**src/dgc_pkg.sv**
```systemverilog
package dgc_pkg;

  typedef enum {MODE_PARALLEL, MODE_SERIAL, MODE_UPDOWN} dgc_mode_e;

  localparam int CODE_W = 6;
  localparam int WORD_W = 16;
  localparam int CNT_W = 5;
  localparam logic [CNT_W-1:0] WORD_BITS = 5'h10;

  // Serial word layout, shifted in most significant bit first.
  localparam int GAIN_LSB = 0;
  localparam int QA_SEL0_BIT = 6;
  localparam int QA_SEL1_BIT = 7;
  localparam int READ_REQ_BIT = 8;

  localparam logic [CODE_W-1:0] CODE_MAX_GAIN = 6'h00;
  localparam logic [CODE_W-1:0] CODE_MIN_GAIN = 6'h3f;
  localparam logic [CODE_W-1:0] CODE_LAST_STEP = 6'h23;
  localparam logic [CODE_W-1:0] GAIN_TOP_DB = 6'h1a;
  localparam logic [CODE_W-1:0] GAIN_FLOOR_DB = 6'h37;
  localparam logic [WORD_W-1:0] WORD_RESET = 16'h0000;

  // Step sizes in code units for step-size pins 00, 01, 10, 11.
  localparam logic [CODE_W-1:0] STEP_SEL0 = 6'h01;
  localparam logic [CODE_W-1:0] STEP_SEL1 = 6'h02;
  localparam logic [CODE_W-1:0] STEP_SEL2 = 6'h03;
  localparam logic [CODE_W-1:0] STEP_SEL3 = 6'h04;

  typedef struct packed {
    logic powered;
    logic low_power;
    logic quick_atten;
    logic [1:0] atten_sel;
    logic [CODE_W-1:0] code;
    logic [CODE_W-1:0] gain_db;
  } dgc_chan_s;

  function automatic dgc_mode_e dgc_mode(input logic hi, input logic lo);
    if (hi) begin
      return MODE_UPDOWN;
    end
    return lo ? MODE_SERIAL : MODE_PARALLEL;
  endfunction

  // Gain in dB as two's complement, floored above the last step code.
  function automatic logic [CODE_W-1:0] dgc_gain_db(input logic [CODE_W-1:0] code);
    if (code > CODE_LAST_STEP) begin
      return GAIN_FLOOR_DB;
    end
    return GAIN_TOP_DB - code;
  endfunction

  function automatic logic [CODE_W-1:0] dgc_step(input logic [1:0] sel);
    case (sel)
      2'b01: return STEP_SEL1;
      2'b10: return STEP_SEL2;
      2'b11: return STEP_SEL3;
      default: return STEP_SEL0;
    endcase
  endfunction

endpackage

```
**src/dgc_top.sv**
```systemverilog
module dgc_top
  import dgc_pkg::*;
(
  input wire logic core_clk,
  input wire logic reset_n,
  input wire logic clk_en,
  input wire logic iface_select_hi,
  input wire logic iface_select_lo,
  input wire logic power_profile_sel,
  input wire logic chan_a_power_on,
  input wire logic chan_b_power_on,
  input wire logic chan_a_hold,
  input wire logic chan_b_hold,
  input wire logic [CODE_W-1:0] chan_a_gain_code,
  input wire logic [CODE_W-1:0] chan_b_gain_code,
  input wire logic chan_a_select_n,
  input wire logic chan_b_select_n,
  input wire logic serial_clk,
  input wire logic serial_data_in,
  output logic serial_data_out,
  output logic serial_data_oe,
  input wire logic chan_a_quick_atten,
  input wire logic chan_b_quick_atten,
  input wire logic chan_a_step_strobe,
  input wire logic chan_b_step_strobe,
  input wire logic chan_a_step_direction,
  input wire logic chan_b_step_direction,
  input wire logic step_size_sel1,
  input wire logic step_size_sel0,
  output dgc_chan_s chan_a_status,
  output dgc_chan_s chan_b_status
);

  localparam int SYNC_W = 31;

  // Synchroniser reset value: every pin at its idle level, both selects high.
  // A zero here would make the selects look low, then rise, right after reset.
  // That false edge would reach the serial edge detectors.
  localparam logic [SYNC_W-1:0] PINS_IDLE = 31'h0000_0c00;

  logic [SYNC_W-1:0] pins_raw;
  logic [SYNC_W-1:0] pins_m_q;
  logic [SYNC_W-1:0] pins_s_q;

  // All pins travel as one bus through the synchroniser.
  // The order here must match the unpacking below, most significant first.
  assign pins_raw = {
    iface_select_hi,
    iface_select_lo,
    power_profile_sel,
    chan_b_power_on,
    chan_a_power_on,
    chan_b_hold,
    chan_a_hold,
    chan_b_gain_code,
    chan_a_gain_code,
    chan_b_select_n,
    chan_a_select_n,
    serial_clk,
    serial_data_in,
    chan_b_quick_atten,
    chan_a_quick_atten,
    chan_b_step_strobe,
    chan_a_step_strobe,
    chan_b_step_direction,
    chan_a_step_direction,
    step_size_sel1,
    step_size_sel0
  };

  // Every pin passes two flip-flops before any logic looks at it.
  always_ff @(posedge core_clk or negedge reset_n) begin
    if (!reset_n) begin
      pins_m_q <= PINS_IDLE;
      pins_s_q <= PINS_IDLE;
    end else if (clk_en) begin
      pins_m_q <= pins_raw;
      pins_s_q <= pins_m_q;
    end
  end

  // Synchronised pin levels; index 0 of each per-channel pair is channel A, and gs_s[0] is step_size_sel0.
  logic mode_hi_s;
  logic mode_lo_s;
  logic profile_s;
  logic sclk_s;
  logic sdi_s;
  logic [1:0] power_s;
  logic [1:0] hold_s;
  logic [1:0] sel_n_s;
  logic [1:0] qa_s;
  logic [1:0] strobe_s;
  logic [1:0] dir_s;
  logic [1:0] gs_s;
  logic [CODE_W-1:0] code_in_s [2];

  assign {
    mode_hi_s,
    mode_lo_s,
    profile_s,
    power_s,
    hold_s,
    code_in_s[1],
    code_in_s[0],
    sel_n_s,
    sclk_s,
    sdi_s,
    qa_s,
    strobe_s,
    dir_s,
    gs_s
  } = pins_s_q;

  // The interface and the step size are decoded from synchronised levels only.
  // A mode change therefore takes effect two clocks after the pins move.

  dgc_mode_e mode;
  logic [CODE_W-1:0] step;

  assign mode = dgc_mode(mode_hi_s, mode_lo_s);
  assign step = dgc_step(gs_s);

  // Edge detection on the synchronised serial pins.
  logic sclk_p_q;
  logic [1:0] sel_n_p_q;
  logic sclk_rise;
  logic cycle_start;
  logic [1:0] sel_fall;
  logic [1:0] sel_rise;

  always_ff @(posedge core_clk or negedge reset_n) begin
    if (!reset_n) begin
      sclk_p_q <= 1'b0;
      sel_n_p_q <= 2'b11;
    end else if (clk_en) begin
      sclk_p_q <= sclk_s;
      sel_n_p_q <= sel_n_s;
    end
  end

  // Edges are one clock wide and seen two clocks after the pin moves.
  // A cycle starts only when the first select falls from the all-idle state.
  assign sclk_rise = sclk_s & ~sclk_p_q;
  assign sel_fall = sel_n_p_q & ~sel_n_s;
  assign sel_rise = ~sel_n_p_q & sel_n_s;
  assign cycle_start = (&sel_n_p_q) & ~(&sel_n_s);

  // Serial state. The bit counter tells a complete frame from a cut or long one.
  // Read state is kept per channel, but only one channel can be read at a time.
  logic [WORD_W-1:0] shift_in_q;
  logic [CNT_W-1:0] bit_cnt_q;
  logic [1:0] reading_q;
  logic [1:0] read_pend_q;
  logic [WORD_W-1:0] shift_out_q;
  logic [WORD_W-1:0] word [2];
  logic [1:0] load_en;

  // Write shifter shared by both channels, so both selects low load one word.
  always_ff @(posedge core_clk or negedge reset_n) begin
    if (!reset_n) begin
      shift_in_q <= WORD_RESET;
      bit_cnt_q <= '0;
    end else if (clk_en) begin
      if (cycle_start) begin
        bit_cnt_q <= '0;
      end else if (sclk_rise && !(&sel_n_s) && !(|reading_q)) begin
        shift_in_q <= {shift_in_q[WORD_W-2:0], sdi_s};
        // Counting one past the word length lets an overlong frame be refused.
        if (bit_cnt_q <= WORD_BITS) begin
          bit_cnt_q <= bit_cnt_q + 5'h01;
        end
      end
    end
  end

  // Read-back: armed by a write with the read request set, used by one cycle.
  always_ff @(posedge core_clk or negedge reset_n) begin
    if (!reset_n) begin
      reading_q <= 2'b00;
      read_pend_q <= 2'b00;
      shift_out_q <= WORD_RESET;
      serial_data_out <= 1'b0;
      serial_data_oe <= 1'b0;
    end else if (clk_en) begin
      // A read needs the other select high, since the data line is shared.
      // With both selects low the cycle is taken as a write instead.
      for (int i = 0; i < 2; i++) begin
        if (sel_fall[i] && sel_n_s[1-i] && read_pend_q[i] && mode == MODE_SERIAL) begin
          reading_q[i] <= 1'b1;
          shift_out_q <= word[i];
        end else if (sel_rise[i] && reading_q[i]) begin
          reading_q[i] <= 1'b0;
          read_pend_q[i] <= 1'b0;
        end else if (load_en[i]) begin
          read_pend_q[i] <= shift_in_q[READ_REQ_BIT];
        end
      end
      if (|reading_q && sclk_rise) begin
        serial_data_out <= shift_out_q[WORD_W-1];
        shift_out_q <= {shift_out_q[WORD_W-2:0], 1'b0};
      end
      // The driver is released as soon as the select rises, ending the read.
      serial_data_oe <= |reading_q && !(&sel_n_s);
    end
  end

  // Per-channel logic: stored serial word, gain code and registered status.
  // The two channels share the serial shifter, the read-back shifter, the mode, the step size and the power profile pin.
  dgc_chan_s status [2];

  generate
    for (genvar ch = 0; ch < 2; ch++) begin : g_chan
      logic [WORD_W-1:0] word_q;
      logic [CODE_W-1:0] code_q;
      logic strobe_p_q;
      logic dir_rise_q;
      logic strobe_rise;
      logic strobe_fall;
      logic [CODE_W:0] sum;
      dgc_chan_s status_q;

      assign word[ch] = word_q;

      // A word is taken only at the end of a complete write frame.
      // The read cycle never loads, so reading does not disturb the stored word.
      assign load_en[ch] = sel_rise[ch] && !reading_q[ch] && mode == MODE_SERIAL
                           && bit_cnt_q == WORD_BITS;
      assign strobe_rise = strobe_s[ch] & ~strobe_p_q;
      assign strobe_fall = ~strobe_s[ch] & strobe_p_q;
      // The extra bit of the sum shows an overflow past the lowest gain.
      assign sum = {1'b0, code_q} + {1'b0, step};

      always_ff @(posedge core_clk or negedge reset_n) begin
        if (!reset_n) begin
          word_q <= WORD_RESET;
        end else if (clk_en && load_en[ch]) begin
          word_q <= shift_in_q;
        end
      end

      // The direction is captured at every strobe rise, in any mode.
      // It is compared with the level at the fall to spot a reset pattern.
      always_ff @(posedge core_clk or negedge reset_n) begin
        if (!reset_n) begin
          strobe_p_q <= 1'b0;
          dir_rise_q <= 1'b0;
        end else if (clk_en) begin
          strobe_p_q <= strobe_s[ch];
          if (strobe_rise) begin
            dir_rise_q <= dir_s[ch];
          end
        end
      end

      // The code is kept regardless of the power-on pin.
      always_ff @(posedge core_clk or negedge reset_n) begin
        if (!reset_n) begin
          code_q <= CODE_MAX_GAIN;
        end else if (clk_en) begin
          case (mode)
            MODE_PARALLEL: begin
              if (!hold_s[ch]) begin
                code_q <= code_in_s[ch];
              end
            end
            MODE_SERIAL: begin
              if (load_en[ch]) begin
                code_q <= shift_in_q[GAIN_LSB +: CODE_W];
              end
            end
            MODE_UPDOWN: begin
              // A step is applied only at the fall, so a full pulse is needed.
              // Both ends clamp rather than wrap.
              if (strobe_fall) begin
                if (dir_rise_q != dir_s[ch]) begin
                  code_q <= CODE_MIN_GAIN;
                end else if (!dir_s[ch]) begin
                  code_q <= (code_q > step) ? code_q - step : CODE_MAX_GAIN;
                end else begin
                  code_q <= sum[CODE_W] ? CODE_MIN_GAIN : sum[CODE_W-1:0];
                end
              end
            end
            default: begin
              code_q <= code_q;
            end
          endcase
        end
      end

      // Status is registered so every output of the block comes from a flop.
      // It lags the internal code by one clock.
      always_ff @(posedge core_clk or negedge reset_n) begin
        if (!reset_n) begin
          status_q <= '0;
        end else if (clk_en) begin
          status_q.powered <= power_s[ch];
          status_q.low_power <= profile_s;
          status_q.quick_atten <= qa_s[ch] && mode == MODE_SERIAL;
          status_q.atten_sel <= {word_q[QA_SEL1_BIT], word_q[QA_SEL0_BIT]};
          status_q.code <= code_q;
          status_q.gain_db <= dgc_gain_db(code_q);
        end
      end

      assign status[ch] = status_q;
    end
  endgenerate

  // Channel A is index 0, channel B index 1.
  assign chan_a_status = status[0];
  assign chan_b_status = status[1];

endmodule

```
**config.mk**
```make
export PLATFORM = sky130hd
export DESIGN_NAME = dgc_top
export DESIGN_NICKNAME = d
export VERILOG_FILES = /design/src/dgc_pkg.sv /design/src/dgc_top.sv
export SDC_FILE = /design/constraint.sdc
export NUM_CORES = 1
export LEC_CHECK = 0
export ABC_CLOCK_PERIOD_IN_PS = 5790
export BUFFER_PORTS_ARGS = -buffer_cell sky130_fd_sc_hd__buf_2
export CAP_MARGIN = 10
export CORE_UTILIZATION = 50
export DETAILED_ROUTE_END_ITERATION = 6
export PLACE_DENSITY = 0.68
export SLEW_MARGIN = 10
export SYNTH_ARGS = -nofsm -noshare
export SYNTH_HDL_FRONTEND = slang
export SYNTH_SLANG_ARGS = --single-unit
```
**constraint.sdc**
```tcl
create_clock -name core_clk -period 5.79 [get_ports core_clk]
set_input_delay 0 -clock core_clk [delete_from_list [all_inputs] [get_ports core_clk]]
set_output_delay 0 -clock core_clk [all_outputs]
set_load 0.02 [all_outputs]
```
==> impl_metrics.json <==
{
  "ys_seq_elements": 189,
  "synthToLayoutAreaGrowth_pct": 16.4,
  "power_frac_seq": 0.436,
  "drtPass1Iterations": 5,
  "cts.clk_slew.worst_paths_ns": 0.07,
  "synth_fa_ha_area_frac": 0.0372,
  "synth_mux_area_frac": 0.198,
  "rsz0062_at_grt": "no",
  "leakage_nw": 4.76,
  "drv_slew": 0,
  "synth.distinct_cells": 65,
  "synth_flop_cell": "dfrtp_1",
  "synth-async-reset-ratio": 1.00,
  "cts_max_level": 4,
  "regToRegStartpoint": "pins_s_q[0]",
  "peakVddDrop_mv": 0.339,
  "cts_sinks": 189,
  "synth-edff-count": 0,
  "initial_core_util": 0.513,
  "regArea_sq_um": 4740,
  "synth-simple-area-share": 0.0741,
  "ant_nets": 0,
  "coreArea_sq_um": 17300,
  "finalNetCount": 871,
  "holdPathEnd": "chan_a_status[14]",
  "place_area_sq_um": 9380,
  "cts_buffers": 17,
  "path_cells": "ha_1 > fa_1 > nor2b_1 > o2111ai_1 > or4b_2 > a32oi_1 > o21ai_0",
  "fin_area_sq_um": 10300,
  "met3WireLength_microns": 647,
  "max_stage_delay_ns": 0.64,
  "min_path_cells": 3,
  "switching_share": 0.348,
  "maxCapViolCount": 0,
  "grt_pass1_wl_mm": 30.8,
  "syn_area_per_cell_sq_um": 12.2,
  "multiInputGateArea_sq_um": 3870,
  "synth_top_family_by_area": "multiplexers",
  "synth_xor_area_frac": 0.0109,
  "grt_usage": 0.216,
  "clock_skew_ns": 0.00824,
  "max_freq_ghz": 0.350,
  "place.gp.congestion": 0.843,
  "required_ns": 6.10,
  "drc": 0,
  "power.switching_w": 0.00150,
  "critPathArrivalTime_ns": 3.17,
  "synth_top_area_cell": "dfrtp_1",
  "overflow": 0,
  "wl_per_cell_microns": 17.8,
  "min_period_ns": 2.86,
  "worstSkewPairLatency_ns": 0.43,
  "die_w_microns": 135,
  "cts_root_buf": "clkbuf_16",
  "r2r_slack_ns": 2.93,
  "tritoncts": "built",
  "cp-end-kind": "flip-flop",
  "dp_hpwl_mm": 12.5,
  "drt_iter0_markers": 317,
  "setup_violations": 0,
  "crit_path_start_kind": "flip-flop",
  "ys_warn_count": 0,
  "hold_class": "in -> reg",
  "wl_met1_mm": 8.95,
  "num_io_pins": 70,
  "pwr-share-comb": 0.280,
  "dieArea_sq_um": 18300,
  "power-per-cell-area_nw_per_um2": 419,
  "antenna_found_initial": 0,
  "p_int_w": 0.00282,
  "wl_met2_mm": 8.84,
  "period_share": 0.494,
  "tightestPinTransition_ns": 1.17,
  "portBuffers": 69,
  "slew_headroom": 0.219,
  "synth-seq-area-share": 0.534,
  "std_cell_rows": 48,
  "dpl.cell_count": 987,
  "syn-num-nets": 785,
  "num_vias": 6029,
  "run_status": "complete, no violations",
  "path_max_fanout": 5,
  "worstReg2RegEnd": "g_chan[0].code_q[3]",
  "synth.area.top_cells": "dfrtp_1 52%, mux2_2 16%, ha_1 2.8%",
  "min-delay-start": "clk_en",
  "grt_max_degree": 112,
  "synth_compound_area_frac": 0.114,
  "routed.top_layer": "met4",
  "fill_cells": 1414,
  "synthCells": 727,
  "clockBufferDepth": 2,
  "final.setup.tns_ns": 0,
  "synth_top_cell_area_share": 0.516,
  "yosys-top-cells-count": "183 x dfrtp_1, 125 x mux2_2, 47 x nor2_1, 32 x nand2_1",
  "grt_pass1_vias": 6191,
  "n_antenna_cell": 0,
  "reg2regPathDepth": 7,
  "wl_mm": 18.7,
  "die_h_microns": 135,
  "final-hold-violation-count": 0,
  "syn-cell-area_sq_um": 8870,
  "yosysMostFrequentCell": "dfrtp_1",
  "criticalPathCategory": "reg -> reg",
  "drive_gt1_frac": 0.309,
  "critPathSlowestCell": "or4b_2",
  "via_per_inst": 5.74,
  "fin_cells": 1051,
  "final_core_util": 0.597,
  "clkPwrFrac": 0.284
}
==> critical path, delay by kind of cell, from the launching register on <==
kind,cells,cell delay [ns]
fa+ha+maj,2,0.85
simple gates,2,0.83
compound gates,3,0.67
flops,1,0.39
==> cell type report <==
cell class              count  share of cell area
clock inverters            13              0.0176
repair buffers            105              0.0685
inverters                  28              0.0102
well taps                 225              0.0273
clock buffers              19              0.0429
multi-input cells         472               0.375
flip-flops and latches    189               0.459
==> stage by stage <==
step,hold slack [ns],total power (W),setup WS (ns)
2_1_floorplan,-0.296,0.00269,3.21
3_3_place_gp,0.166,0.00306,2.97
3_5_place_dp,0.191,0.00309,2.88
4_1_cts,0.146,0.00435,2.80
5_1_grt,0.179,0.00457,2.83
6_report,0.154,0.00433,2.93
==> placed cells by master, fill, tap and decap left out, types with 5 or more instances in the layout <==
| master | synthesis | final |
|---|---|---|
| a211oi_1 | 20 | 20 |
| a21o_1 | 17 | 17 |
| a21oi_1 | 25 | 25 |
| a31oi_1 | 5 | 5 |
| and2_1 | 5 | 5 |
| buf_2 | 2 | 67 |
| buf_4 | 3 | 5 |
| clkbuf_16 | 0 | 17 |
| clkinvlp_4 | 0 | 5 |
| dfrtp_1 | 183 | 183 |
| dfstp_2 | 6 | 6 |
| dlygate4sd3_1 | 0 | 32 |
| ha_1 | 20 | 20 |
| inv_1 | 27 | 27 |
| mux2_2 | 125 | 125 |
| mux2_4 | 7 | 7 |
| mux2i_1 | 24 | 24 |
| nand2_1 | 32 | 32 |
| nand2b_1 | 6 | 6 |
| nand3_1 | 11 | 11 |
| nand3b_1 | 5 | 5 |
| nor2_1 | 47 | 47 |
| nor2b_1 | 7 | 7 |
| o21ai_0 | 30 | 29 |
| o22a_1 | 6 | 6 |
| xnor2_1 | 5 | 5 |
| xor2_1 | 6 | 6 |
==> layer usage <==
| layer | vias to the layer above | global-route usage |
|---|---|---|
| li1 | 2789 | - |
| met1 | 3090 | 0.304 |
| met2 | 130 | 0.340 |
| met4 | 0 | 0.0693 |
| met3 | 20 | 0.0374 |
| met5 | - | 0 |
==> power by group through the flow <==
stage,Combinational [W],Sequential (W),Clock (W)
floorplan,0.000816,0.00187,0
global placement,0.00116,0.00189,0
detailed placement,0.00118,0.00190,0
CTS,0.00121,0.00188,0.00126
global route,0.00134,0.00193,0.00130
finish,0.00121,0.00189,0.00123
==> timing repair <==
item | CTS | global route
setup buffers | 0 | 0
gates resized for setup | 0 | 0
endpoints found under the hold margin | 141 | 0
hold buffers | 32 | 0
setup endpoints to repair | 0 | 0
==> how the worst max path moves through the flow <==
stage,startpoint,slack (ns),to
floorplan,pins_s_q[0],3.21,g_chan[0].code_q[3]
global placement,pins_s_q[29],2.97,shift_out_q[3]
detailed placement,pins_s_q[29],2.88,shift_out_q[3]
CTS,pins_s_q[29],2.80,shift_out_q[14]
global route,pins_s_q[0],2.83,g_chan[0].code_q[3]
finish,pins_s_q[0],2.93,g_chan[0].code_q[3]
==> state kept, by name, summed over array words and instances, names as in the netlist, 5 cells and up <==
name	flops
chan_b_status	17
pins_s_q	31
shift_out_q	16
bit_cnt_q	5
chan_a_status	16
g_chan.code_q	12
pins_m_q	31
shift_in_q	16
g_chan.word_q	32
==> cells by family after synthesis <==
group           after synthesis
compound gates              146
flops                       189
fa+ha+maj                    24
simple gates                135
buf+inv                      66
xor+xnor                     11
mux                         156
(Power assumes the default switching activity.)
